`config.mk`:
```
export PLATFORM = sky130hd
export DESIGN_NAME = display_buffer_offset_regs
export DESIGN_NICKNAME = d
export VERILOG_FILES = /design/src/logic/offset_regs_pkg.sv /design/src/logic/offset_word_reg.sv /design/src/logic/display_buffer_offset_regs.sv
export VERILOG_INCLUDE_DIRS = /design/src /design/src/logic
export SDC_FILE = /design/constraint.sdc
export NUM_CORES = 1
export LEC_CHECK = 0
export BUFFER_PORTS_ARGS = -buffer_cell sky130_fd_sc_hd__buf_2
export CAP_MARGIN = 20
export CORE_UTILIZATION = 45
export CTS_BUF_LIST = sky130_fd_sc_hd__clkbuf_8
export DETAILED_ROUTE_END_ITERATION = 8
export PLACE_DENSITY_LB_ADDON = 0.25
export REMOVE_ABC_BUFFERS = 1
export SYNTH_ARGS = -nofsm -noshare
export SYNTH_HDL_FRONTEND = slang
export SYNTH_SLANG_ARGS = --single-unit
```
`constraint.sdc`:
```
create_clock -name pclk -period 1.5 [get_ports pclk]
set_clock_uncertainty 0.05 [all_clocks]
set_input_delay 0.3 -clock pclk [delete_from_list [all_inputs] [get_ports pclk]]
set_output_delay 0.3 -clock pclk [all_outputs]
set_load 0.05 [all_outputs]
```
`src/logic/offset_regs_cfg.svh`:
```
// Register map constants for the display buffer offset register bank
//
// Summary of operation
// - Frame start register holds a 22-bit byte offset of the displayed frame.
// - Frame start offset may be rewritten while the display is running.
// - Frame address bits 21:4 apply only at the next frame scan start.
// - Frame pixel offset bits 3:0 apply immediately on write.
// - Compressed start register holds a 22-bit compressed buffer byte offset.
`ifndef OFFSET_REGS_CFG_SVH
`define OFFSET_REGS_CFG_SVH

// -----------------------------------------------------------------------
// Offsets and fields
// -----------------------------------------------------------------------
`define FRAME_BUFFER_START_OFS      16'h8310
`define COMPRESSED_BUFFER_START_OFS 16'h8314
`define OFFSET_FIELD_W             22
`define PIXEL_FIELD_W              4
`define OFFSET_RESET               22'h000000

`endif

```
`src/logic/offset_regs_pkg.sv`:
```
// Types shared by the display buffer offset register bank
package offset_regs_pkg;

  typedef logic [21:0] offset_field_t;

  typedef enum logic [1:0] {
    BUS_IDLE   = 2'b01,
    BUS_ACCESS = 2'b10
  } bus_state_t;

endpackage : offset_regs_pkg

```
`src/logic/offset_word_reg.sv`:
```
// Single 22-bit storage word with register read data
`timescale 1ns/1ps
module offset_word_reg #(
  parameter int WIDTH = 22
) (
  input  wire logic             pclk,
  input  wire logic             presetn,
  input  wire logic             wr_en,
  input  wire logic [WIDTH-1:0] wr_data,
  output logic      [WIDTH-1:0] rd_data
);

  // Storage; reset value chosen since the hardware leaves it undefined
  always_ff @(posedge pclk or negedge presetn) begin
    if (!presetn) begin
      rd_data <= '0;
    end else if (wr_en) begin
      rd_data <= wr_data;
    end
  end

endmodule : offset_word_reg

```
`src/logic/display_buffer_offset_regs.sv`:
```
// APB register bank for frame and compressed display buffer offsets
//
// The APB interface to the registers is this design's own decision.
`timescale 1ns/1ps
`include "offset_regs_cfg.svh"
module display_buffer_offset_regs #(
  parameter int ADDR_W = 16
) (
  input  wire logic                          pclk,
  input  wire logic                          presetn,
  input  wire logic                          psel,
  input  wire logic                          penable,
  input  wire logic                          pwrite,
  input  wire logic [ADDR_W-1:0]             paddr,
  input  wire logic [31:0]                   pwdata,
  input  wire logic [3:0]                    pstrb,
  output logic      [31:0]                   prdata,
  output logic                               pready,
  output logic                               pslverr,
  input  wire logic                          frame_start,
  output offset_regs_pkg::offset_field_t     active_frame_offset,
  output offset_regs_pkg::offset_field_t     compressed_start_field,
  output logic                               frame_offset_pending
);
  import offset_regs_pkg::*;

  // -----------------------------------------------------------------------
  // State
  // -----------------------------------------------------------------------
  typedef struct packed {
    bus_state_t    bus;
    logic [31:0]   rdata;
    logic          err;
    logic [17:0]   frame_addr;   // Bits 21:4 presently used by scan-out
    logic          pending;
    logic [2:0]    fs_sync;      // [0] first flop, [1] second, [2] delay
  } bank_state_t;

  bank_state_t st_q;
  bank_state_t st_d;

  offset_field_t frame_start_field;
  offset_field_t comp_q;
  logic          wr_frame;
  logic          wr_comp;
  logic          frame_edge;
  logic          access;

  // Address match for a full-word register
  function automatic logic hit(input logic [ADDR_W-1:0] a,
                               input logic [15:0] ofs);
    hit = (a == ADDR_W'(ofs));
  endfunction : hit

  // Pad a 22-bit field to a bus word; reserved bits read zero
  function automatic logic [31:0] to_word(input offset_field_t f);
    to_word = {10'h000, f};
  endfunction : to_word

  // -----------------------------------------------------------------------
  // Bus decode
  // -----------------------------------------------------------------------
  // Writes land in the access phase only; partial strobes still store the
  // whole word so the field never holds a half-updated offset.
  assign access   = psel && penable;
  assign wr_frame = access && pwrite &&
                    hit(paddr, `FRAME_BUFFER_START_OFS);
  assign wr_comp  = access && pwrite &&
                    hit(paddr, `COMPRESSED_BUFFER_START_OFS);

  // Register storage; the frame word may be written at any time
  offset_word_reg #(.WIDTH(`OFFSET_FIELD_W)) u_frame (
    .pclk    (pclk),
    .presetn (presetn),
    .wr_en   (wr_frame),
    .wr_data (pwdata[21:0]),
    .rd_data (frame_start_field)
  );

  offset_word_reg #(.WIDTH(`OFFSET_FIELD_W)) u_comp (
    .pclk    (pclk),
    .presetn (presetn),
    .wr_en   (wr_comp),
    .wr_data (pwdata[21:0]),
    .rd_data (comp_q)
  );

  // -----------------------------------------------------------------------
  // Frame start synchroniser
  // -----------------------------------------------------------------------
  // The pin comes from the display timing domain, so it passes two flops
  // before any logic reads it; a third copy of the synchronised level lets
  // a rising edge be seen exactly once. The reset level matches the idle
  // low pin, so no false frame start follows reset.
  assign frame_edge = st_q.fs_sync[1] && !st_q.fs_sync[2];

  // -----------------------------------------------------------------------
  // Next-state logic
  // -----------------------------------------------------------------------
  always_comb begin
    st_d = st_q;
    // Shift the frame-start pin through the synchroniser
    st_d.fs_sync = {st_q.fs_sync[1:0], frame_start};
    case (st_q.bus)
      BUS_IDLE: begin
        if (psel && !penable) begin
          st_d.bus = BUS_ACCESS;
        end
      end
      BUS_ACCESS: begin
        st_d.bus = BUS_IDLE;
      end
      default: begin
        st_d.bus = BUS_IDLE;
      end
    endcase
    // Read data captured at setup so it is stable by the access edge
    if (psel && !penable) begin
      st_d.err = 1'b0;
      if (hit(paddr, `FRAME_BUFFER_START_OFS)) begin
        st_d.rdata = to_word(frame_start_field);
      end else if (hit(paddr, `COMPRESSED_BUFFER_START_OFS)) begin
        st_d.rdata = to_word(comp_q);
      end else begin
        st_d.rdata = 32'h00000000;
        st_d.err   = 1'b1;
      end
    end
    // Address part waits for the next frame start
    if (wr_frame) begin
      st_d.pending = 1'b1;
    end
    if (frame_edge) begin
      st_d.frame_addr = wr_frame ? pwdata[21:4]
                                 : frame_start_field[21:4];
      st_d.pending    = 1'b0;
    end
  end

  // State register
  always_ff @(posedge pclk or negedge presetn) begin
    if (!presetn) begin
      st_q <= '{bus: BUS_IDLE, rdata: 32'h00000000, err: 1'b0,
                frame_addr: 18'h00000, pending: 1'b0, fs_sync: 3'h0};
    end else begin
      st_q <= st_d;
    end
  end

  // -----------------------------------------------------------------------
  // Outputs
  // -----------------------------------------------------------------------
  // Zero wait states: the slave answers in the first access cycle
  assign pready  = 1'b1;
  assign prdata  = st_q.rdata;
  assign pslverr = access && st_q.err;
  // Pixel bits bypass the frame-start hold and act at once
  assign active_frame_offset = {st_q.frame_addr,
                                frame_start_field[3:0]};
  assign compressed_start_field = comp_q;
  assign frame_offset_pending   = st_q.pending;

  // -----------------------------------------------------------------------
  // Checks
  // -----------------------------------------------------------------------
  // Every check runs on the bank clock and stays quiet while reset is held,
  // when the stored offsets are forced to their zero reset value.
  AST_FRAME_STORE: assert property (@(posedge pclk) disable iff (!presetn)
    wr_frame |=> frame_start_field == $past(pwdata[21:0]))
    else $error("frame offset not stored");
  AST_COMP_STORE: assert property (@(posedge pclk) disable iff (!presetn)
    wr_comp |=> comp_q == $past(pwdata[21:0]))
    else $error("compressed offset not stored");
  AST_PIXEL_NOW: assert property (@(posedge pclk) disable iff (!presetn)
    wr_frame |=> active_frame_offset[3:0] == $past(pwdata[3:0]))
    else $error("pixel offset not immediate");
  AST_ADDR_HOLD: assert property (@(posedge pclk) disable iff (!presetn)
    !frame_edge |=> $stable(active_frame_offset[21:4]))
    else $error("address changed mid frame");
  AST_ADDR_LOAD: assert property (@(posedge pclk) disable iff (!presetn)
    frame_edge && !wr_frame |=>
      active_frame_offset[21:4] == $past(frame_start_field[21:4]))
    else $error("address not loaded at frame start");
  AST_PENDING: assert property (@(posedge pclk) disable iff (!presetn)
    wr_frame && !frame_edge |=> frame_offset_pending)
    else $error("pending flag not raised");
  AST_READ_BACK: assert property (@(posedge pclk) disable iff (!presetn)
    psel && !penable && hit(paddr, `COMPRESSED_BUFFER_START_OFS)
      |=> prdata == to_word($past(comp_q)))
    else $error("read data mismatch");
  AST_RSVD_ZERO: assert property (@(posedge pclk) disable iff (!presetn)
    prdata[31:22] == 10'h000)
    else $error("reserved bits not zero");

  AST_BUS_PHASE: assert property (@(posedge pclk) disable iff (!presetn)
    psel && penable |-> st_q.bus == BUS_ACCESS)
    else $error("access phase without a setup cycle");
  AST_PEND_CLEAR: assert property (@(posedge pclk) disable iff (!presetn)
    frame_edge |=> !frame_offset_pending)
    else $error("pending flag not cleared at frame start");
  AST_FRAME_KEEP: assert property (@(posedge pclk) disable iff (!presetn)
    !wr_frame |=> $stable(frame_start_field))
    else $error("frame offset changed without a write");
  AST_COMP_KEEP: assert property (@(posedge pclk) disable iff (!presetn)
    !wr_comp |=> $stable(comp_q))
    else $error("compressed offset changed without a write");
  AST_EDGE_ONCE: assert property (@(posedge pclk) disable iff (!presetn)
    frame_edge |=> !frame_edge)
    else $error("frame start seen twice");

  // Scenarios worth seeing in a run

  COV_FRAME_WR: cover property (@(posedge pclk) disable iff (!presetn)
    wr_frame ##[1:50] frame_edge);
  COV_COMP_WR: cover property (@(posedge pclk) disable iff (!presetn)
    wr_comp);
  COV_BAD_ADDR: cover property (@(posedge pclk) disable iff (!presetn)
    pslverr);
  COV_LOAD_PENDING: cover property (@(posedge pclk) disable iff (!presetn)
    frame_edge && frame_offset_pending);
  COV_READ: cover property (@(posedge pclk) disable iff (!presetn)
    access && !pwrite && !pslverr);

endmodule : display_buffer_offset_regs

```
==> out/results.tsv <==
stage	metric	value	unit
status	run status	finished with violations	
status	violations in the final reports	DRC	
cells_and_area	number of nets at the end of the flow	499	
logic_synthesis	synth unique cells	33	
clock_tree	buffer type at the clock tree root	sky130_fd_sc_hd__clkbuf_8	
die	row cnt	35	
cells_and_area	Seq. cell area	0.002227	sq mm
die	Total Die Area	0.009835	sq mm
cells_and_area	Antenna Diode Count	0	
drt	final WL	9334	um
logic_synthesis	register bit total from synthesis	89	
clock_tree	CTS sink cnt	89	
logic_synthesis	Post-Synthesis Cell Area	0.004249	sq mm
power_and_ir_drop	Leak	2.593	nW
sta	Final Hold Fails	0	
clock_tree	Clock Tree Buf Depth	2	
sta	f_max	0.6852	GHz
setup_path	Startpoint Class	register	
hold_path	Hold Crit Depth	2	
cells_and_area	signed area change from the synthesized netlist to the final layout	15.55	%
clock_tree	clock-pin slew on the worst setup and hold paths	0.09	ns
die	x dimension of the die	99.17	um
drt	1st-pass router iterations	7	
hold_path	Min-Delay Startpoint	pwdata[11]	
cells_and_area	share of final-layout standard cells stronger than drive strength 1	43.95	%
sta	Final Max Slew Viols	0	
flow_run	Max Cap Violations	0	
setup_path	cell depth of the worst flop-to-flop path	4	
cells_and_area	Filler Cell Count	840	
power_and_ir_drop	Peak supply drop	0.4717	mV
place	detailed placement HPWL	6210	um
logic_synthesis	sequential share of the synthesized area	52.41	%
setup_path	r2r startpoint	st_q[2]	
global_routing	GR Util All Layers	20.03	%
sta	final total negative setup slack	0	ns
die	die height	99.17	um
setup_path	endpoint of the worst register-to-register path	active_frame_offset[5]	
sta	final worst path period need	1.459	ns
sta	unrepaired setup endpoints after global routing	no	
clock_tree	clock latency on the worst-skew pair	0.35	ns
sta	final worst path period share	97.29	%
hold_path	worst hold path type	primary input to register	
setup_path	data required time at the worst endpoint	1.15	ns
die	core outline area	0.009196	sq mm
drt	post-detailed-route DRC marker count	2	
sta	final setup violating endpoints	0	
logic_synthesis	gate count after technology mapping	369	
drt	post-DR wirelength/cell	16.76	um
drt	initial drt markers	173	
global_routing	antenna violations before repair	0	
die	starting density of the core	46.20	%
setup_path	critical path fanouts, max	2	
global_routing	largest net degree at the start of global routing	90	
global_routing	residual overflow from global routing	0	
cells_and_area	area taken by multi-input logic gates	0.001525	sq mm
power_and_ir_drop	P per Cell Area	1044	mW/mm^2
clock_tree	number of buffers inserted during clock tree synthesis	9	
clock_tree	Setup Fix Bufs, Post-CTS	0	
clock_tree	clock tree from TritonCTS	built	
global_routing	vias in the first global route	2915	
place	global placer's final weighted congestion	0.7291	
die	ports placed on the boundary	137	
clock_tree	htree depth	3	
global_routing	global-route wire length before repair	15030	um
setup_path	critical path start-end classification	register to output port	
place	input/output buffers	111	
drt	Detail Route Antenna Nets	0	
logic_synthesis	number of synthesis warnings	0	
sta	Worst Hold Margin	0.1352	ns
setup_path	FF-to-FF setup slack	0.36	ns
drt	vias per cell	5.212	
logic_synthesis	average instance area after synthesis	11.52	sq um
hold_path	terminating pin of the worst hold path	u_comp.rd_data[11]	
drt	via count	2903	
setup_path	crit path DAT	1.11	ns
setup_path	kind of capture point of the worst setup path	output port	
==> placed cells by master (no fill, tap or decap), drive strengths merged, types with 9 or more instances in the layout <==
cell,synthesis,layout
nand2,40,40
conb,2,11
mux2i,22,22
buf,66,127
clkbuf,11,9
nor2,20,20
o21ai,40,40
mux2,27,27
a31oi,18,18
dfrtp,89,89
nand4b,19,19
==> stage by stage <==
stage / utilization, % / total power, mW / instance area (sq um) / instances / worst slack (ns)
after floorplan: - / 2.905 / 3734 / 301 / -0.7441
after detailed placement: 50.31 / 3.179 / 4627 / 539 / -0.3760
after global placement: 50.31 / 3.170 / 4627 / 539 / -0.3281
after global routing: 53.39 / 5.334 / 4910 / 557 / 0.001021
after CTS: 53.22 / 5.192 / 4895 / 557 / 0.01083
final: 53.39 / 5.126 / 4910 / 557 / 0.04059
==> power by group <==
part | internal (mW) | total, mW | switching, mW | leakage [nW]
Sequential | 2.46 | 2.49 | 0.0352 | 1.20
Clock | 1.12 | 1.99 | 0.873 | 0.120
Combinational | 0.169 | 0.640 | 0.470 | 1.28
==> registers in the layout, indices dropped and copies added, names as in the netlist <==
register              flops
u_comp.rd_data           22
st_d                      2
frame_offset_pending      1
st_q                      2
prdata                   22
active_frame_offset      18
u_frame.rd_data          22
==> critical path, cell delays in order (launching register included) <==
cell and delay [ns]:
sky130_fd_sc_hd__dfrtp_1 0.40, sky130_fd_sc_hd__and3_1 0.19, sky130_fd_sc_hd__buf_4 0.18
==> what timing repair did <==
action | in CTS | in global routing
resized for setup | 0 | 7
endpoints found under the hold margin | 90 | 0
endpoints found under the setup margin | 0 | 40
hold buffers | 2 | 0
==> cell families after synthesis <==
logic type | count (synthesis) | share of synthesized area, %
AO/OA/AOI/OAI | 59 | 9.276
buffers and inverters | 77 | 12.93
flip-flops | 89 | 52.41
multiplexers | 49 | 12.34
other | 2 | 0.1767
AND/OR/NAND/NOR | 93 | 12.87
==> cell usage after synthesis, drive strengths merged <==
master,number,area (sq um)
nor2,20,85.08
o21ai,40,271.5
mux2,27,304.0
nand2b,2,12.51
or2,1,8.760
dfrtp,89,2227
nand4b,19,166.4
and4,1,10.01
nor2b,1,6.260
buf,66,506.7
nand4,3,25.02
nand2,40,150.1
a31oi,18,112.6
and4bb,1,12.51
mux2i,22,220.2
and3,2,12.51
nor3b,1,12.51
nor4b,1,23.77
o21ba,1,10.01
conb,2,7.510
clkbuf,11,42.54
nor4,1,21.27
==> per-layer routing <==
metal | vias up | track usage, % | part of all wire, %
met1 | 1435 | 28.23 | 47
met2 | 94 | 30.02 | 46
met5 | - | 0 | 0
met4 | 0 | 8.710 | 1.5
li1 | 1362 | - | -
met3 | 12 | 4.287 | 5.8
==> area by class of cell <==
cell class / instances / share of cell area [%]
clock buffers: 9 / 2.523
clock inverters: 7 / 2.523
multi-input cells: 212 / 31.07
flip-flops and latches: 89 / 45.36
well taps: 111 / 2.829
repair buffers: 129 / 15.70
==> worst max path at each step <==
stage	startpoint	to	slack, ns	depth (start not counted)
2_1_floorplan	paddr[14]	u_comp.rd_data[0]	-0.74	4
3_3_place_gp	paddr[7]	u_frame.rd_data[2]	-0.33	6
3_5_place_dp	paddr[7]	u_frame.rd_data[3]	-0.38	6
4_1_cts	paddr[7]	u_frame.rd_data[3]	0.01	6
5_1_grt	st_q[22]	pslverr	0.001	2
6_report	st_q[22]	pslverr	0.04	2
Note: power is estimated with default switching activity, not from simulation.
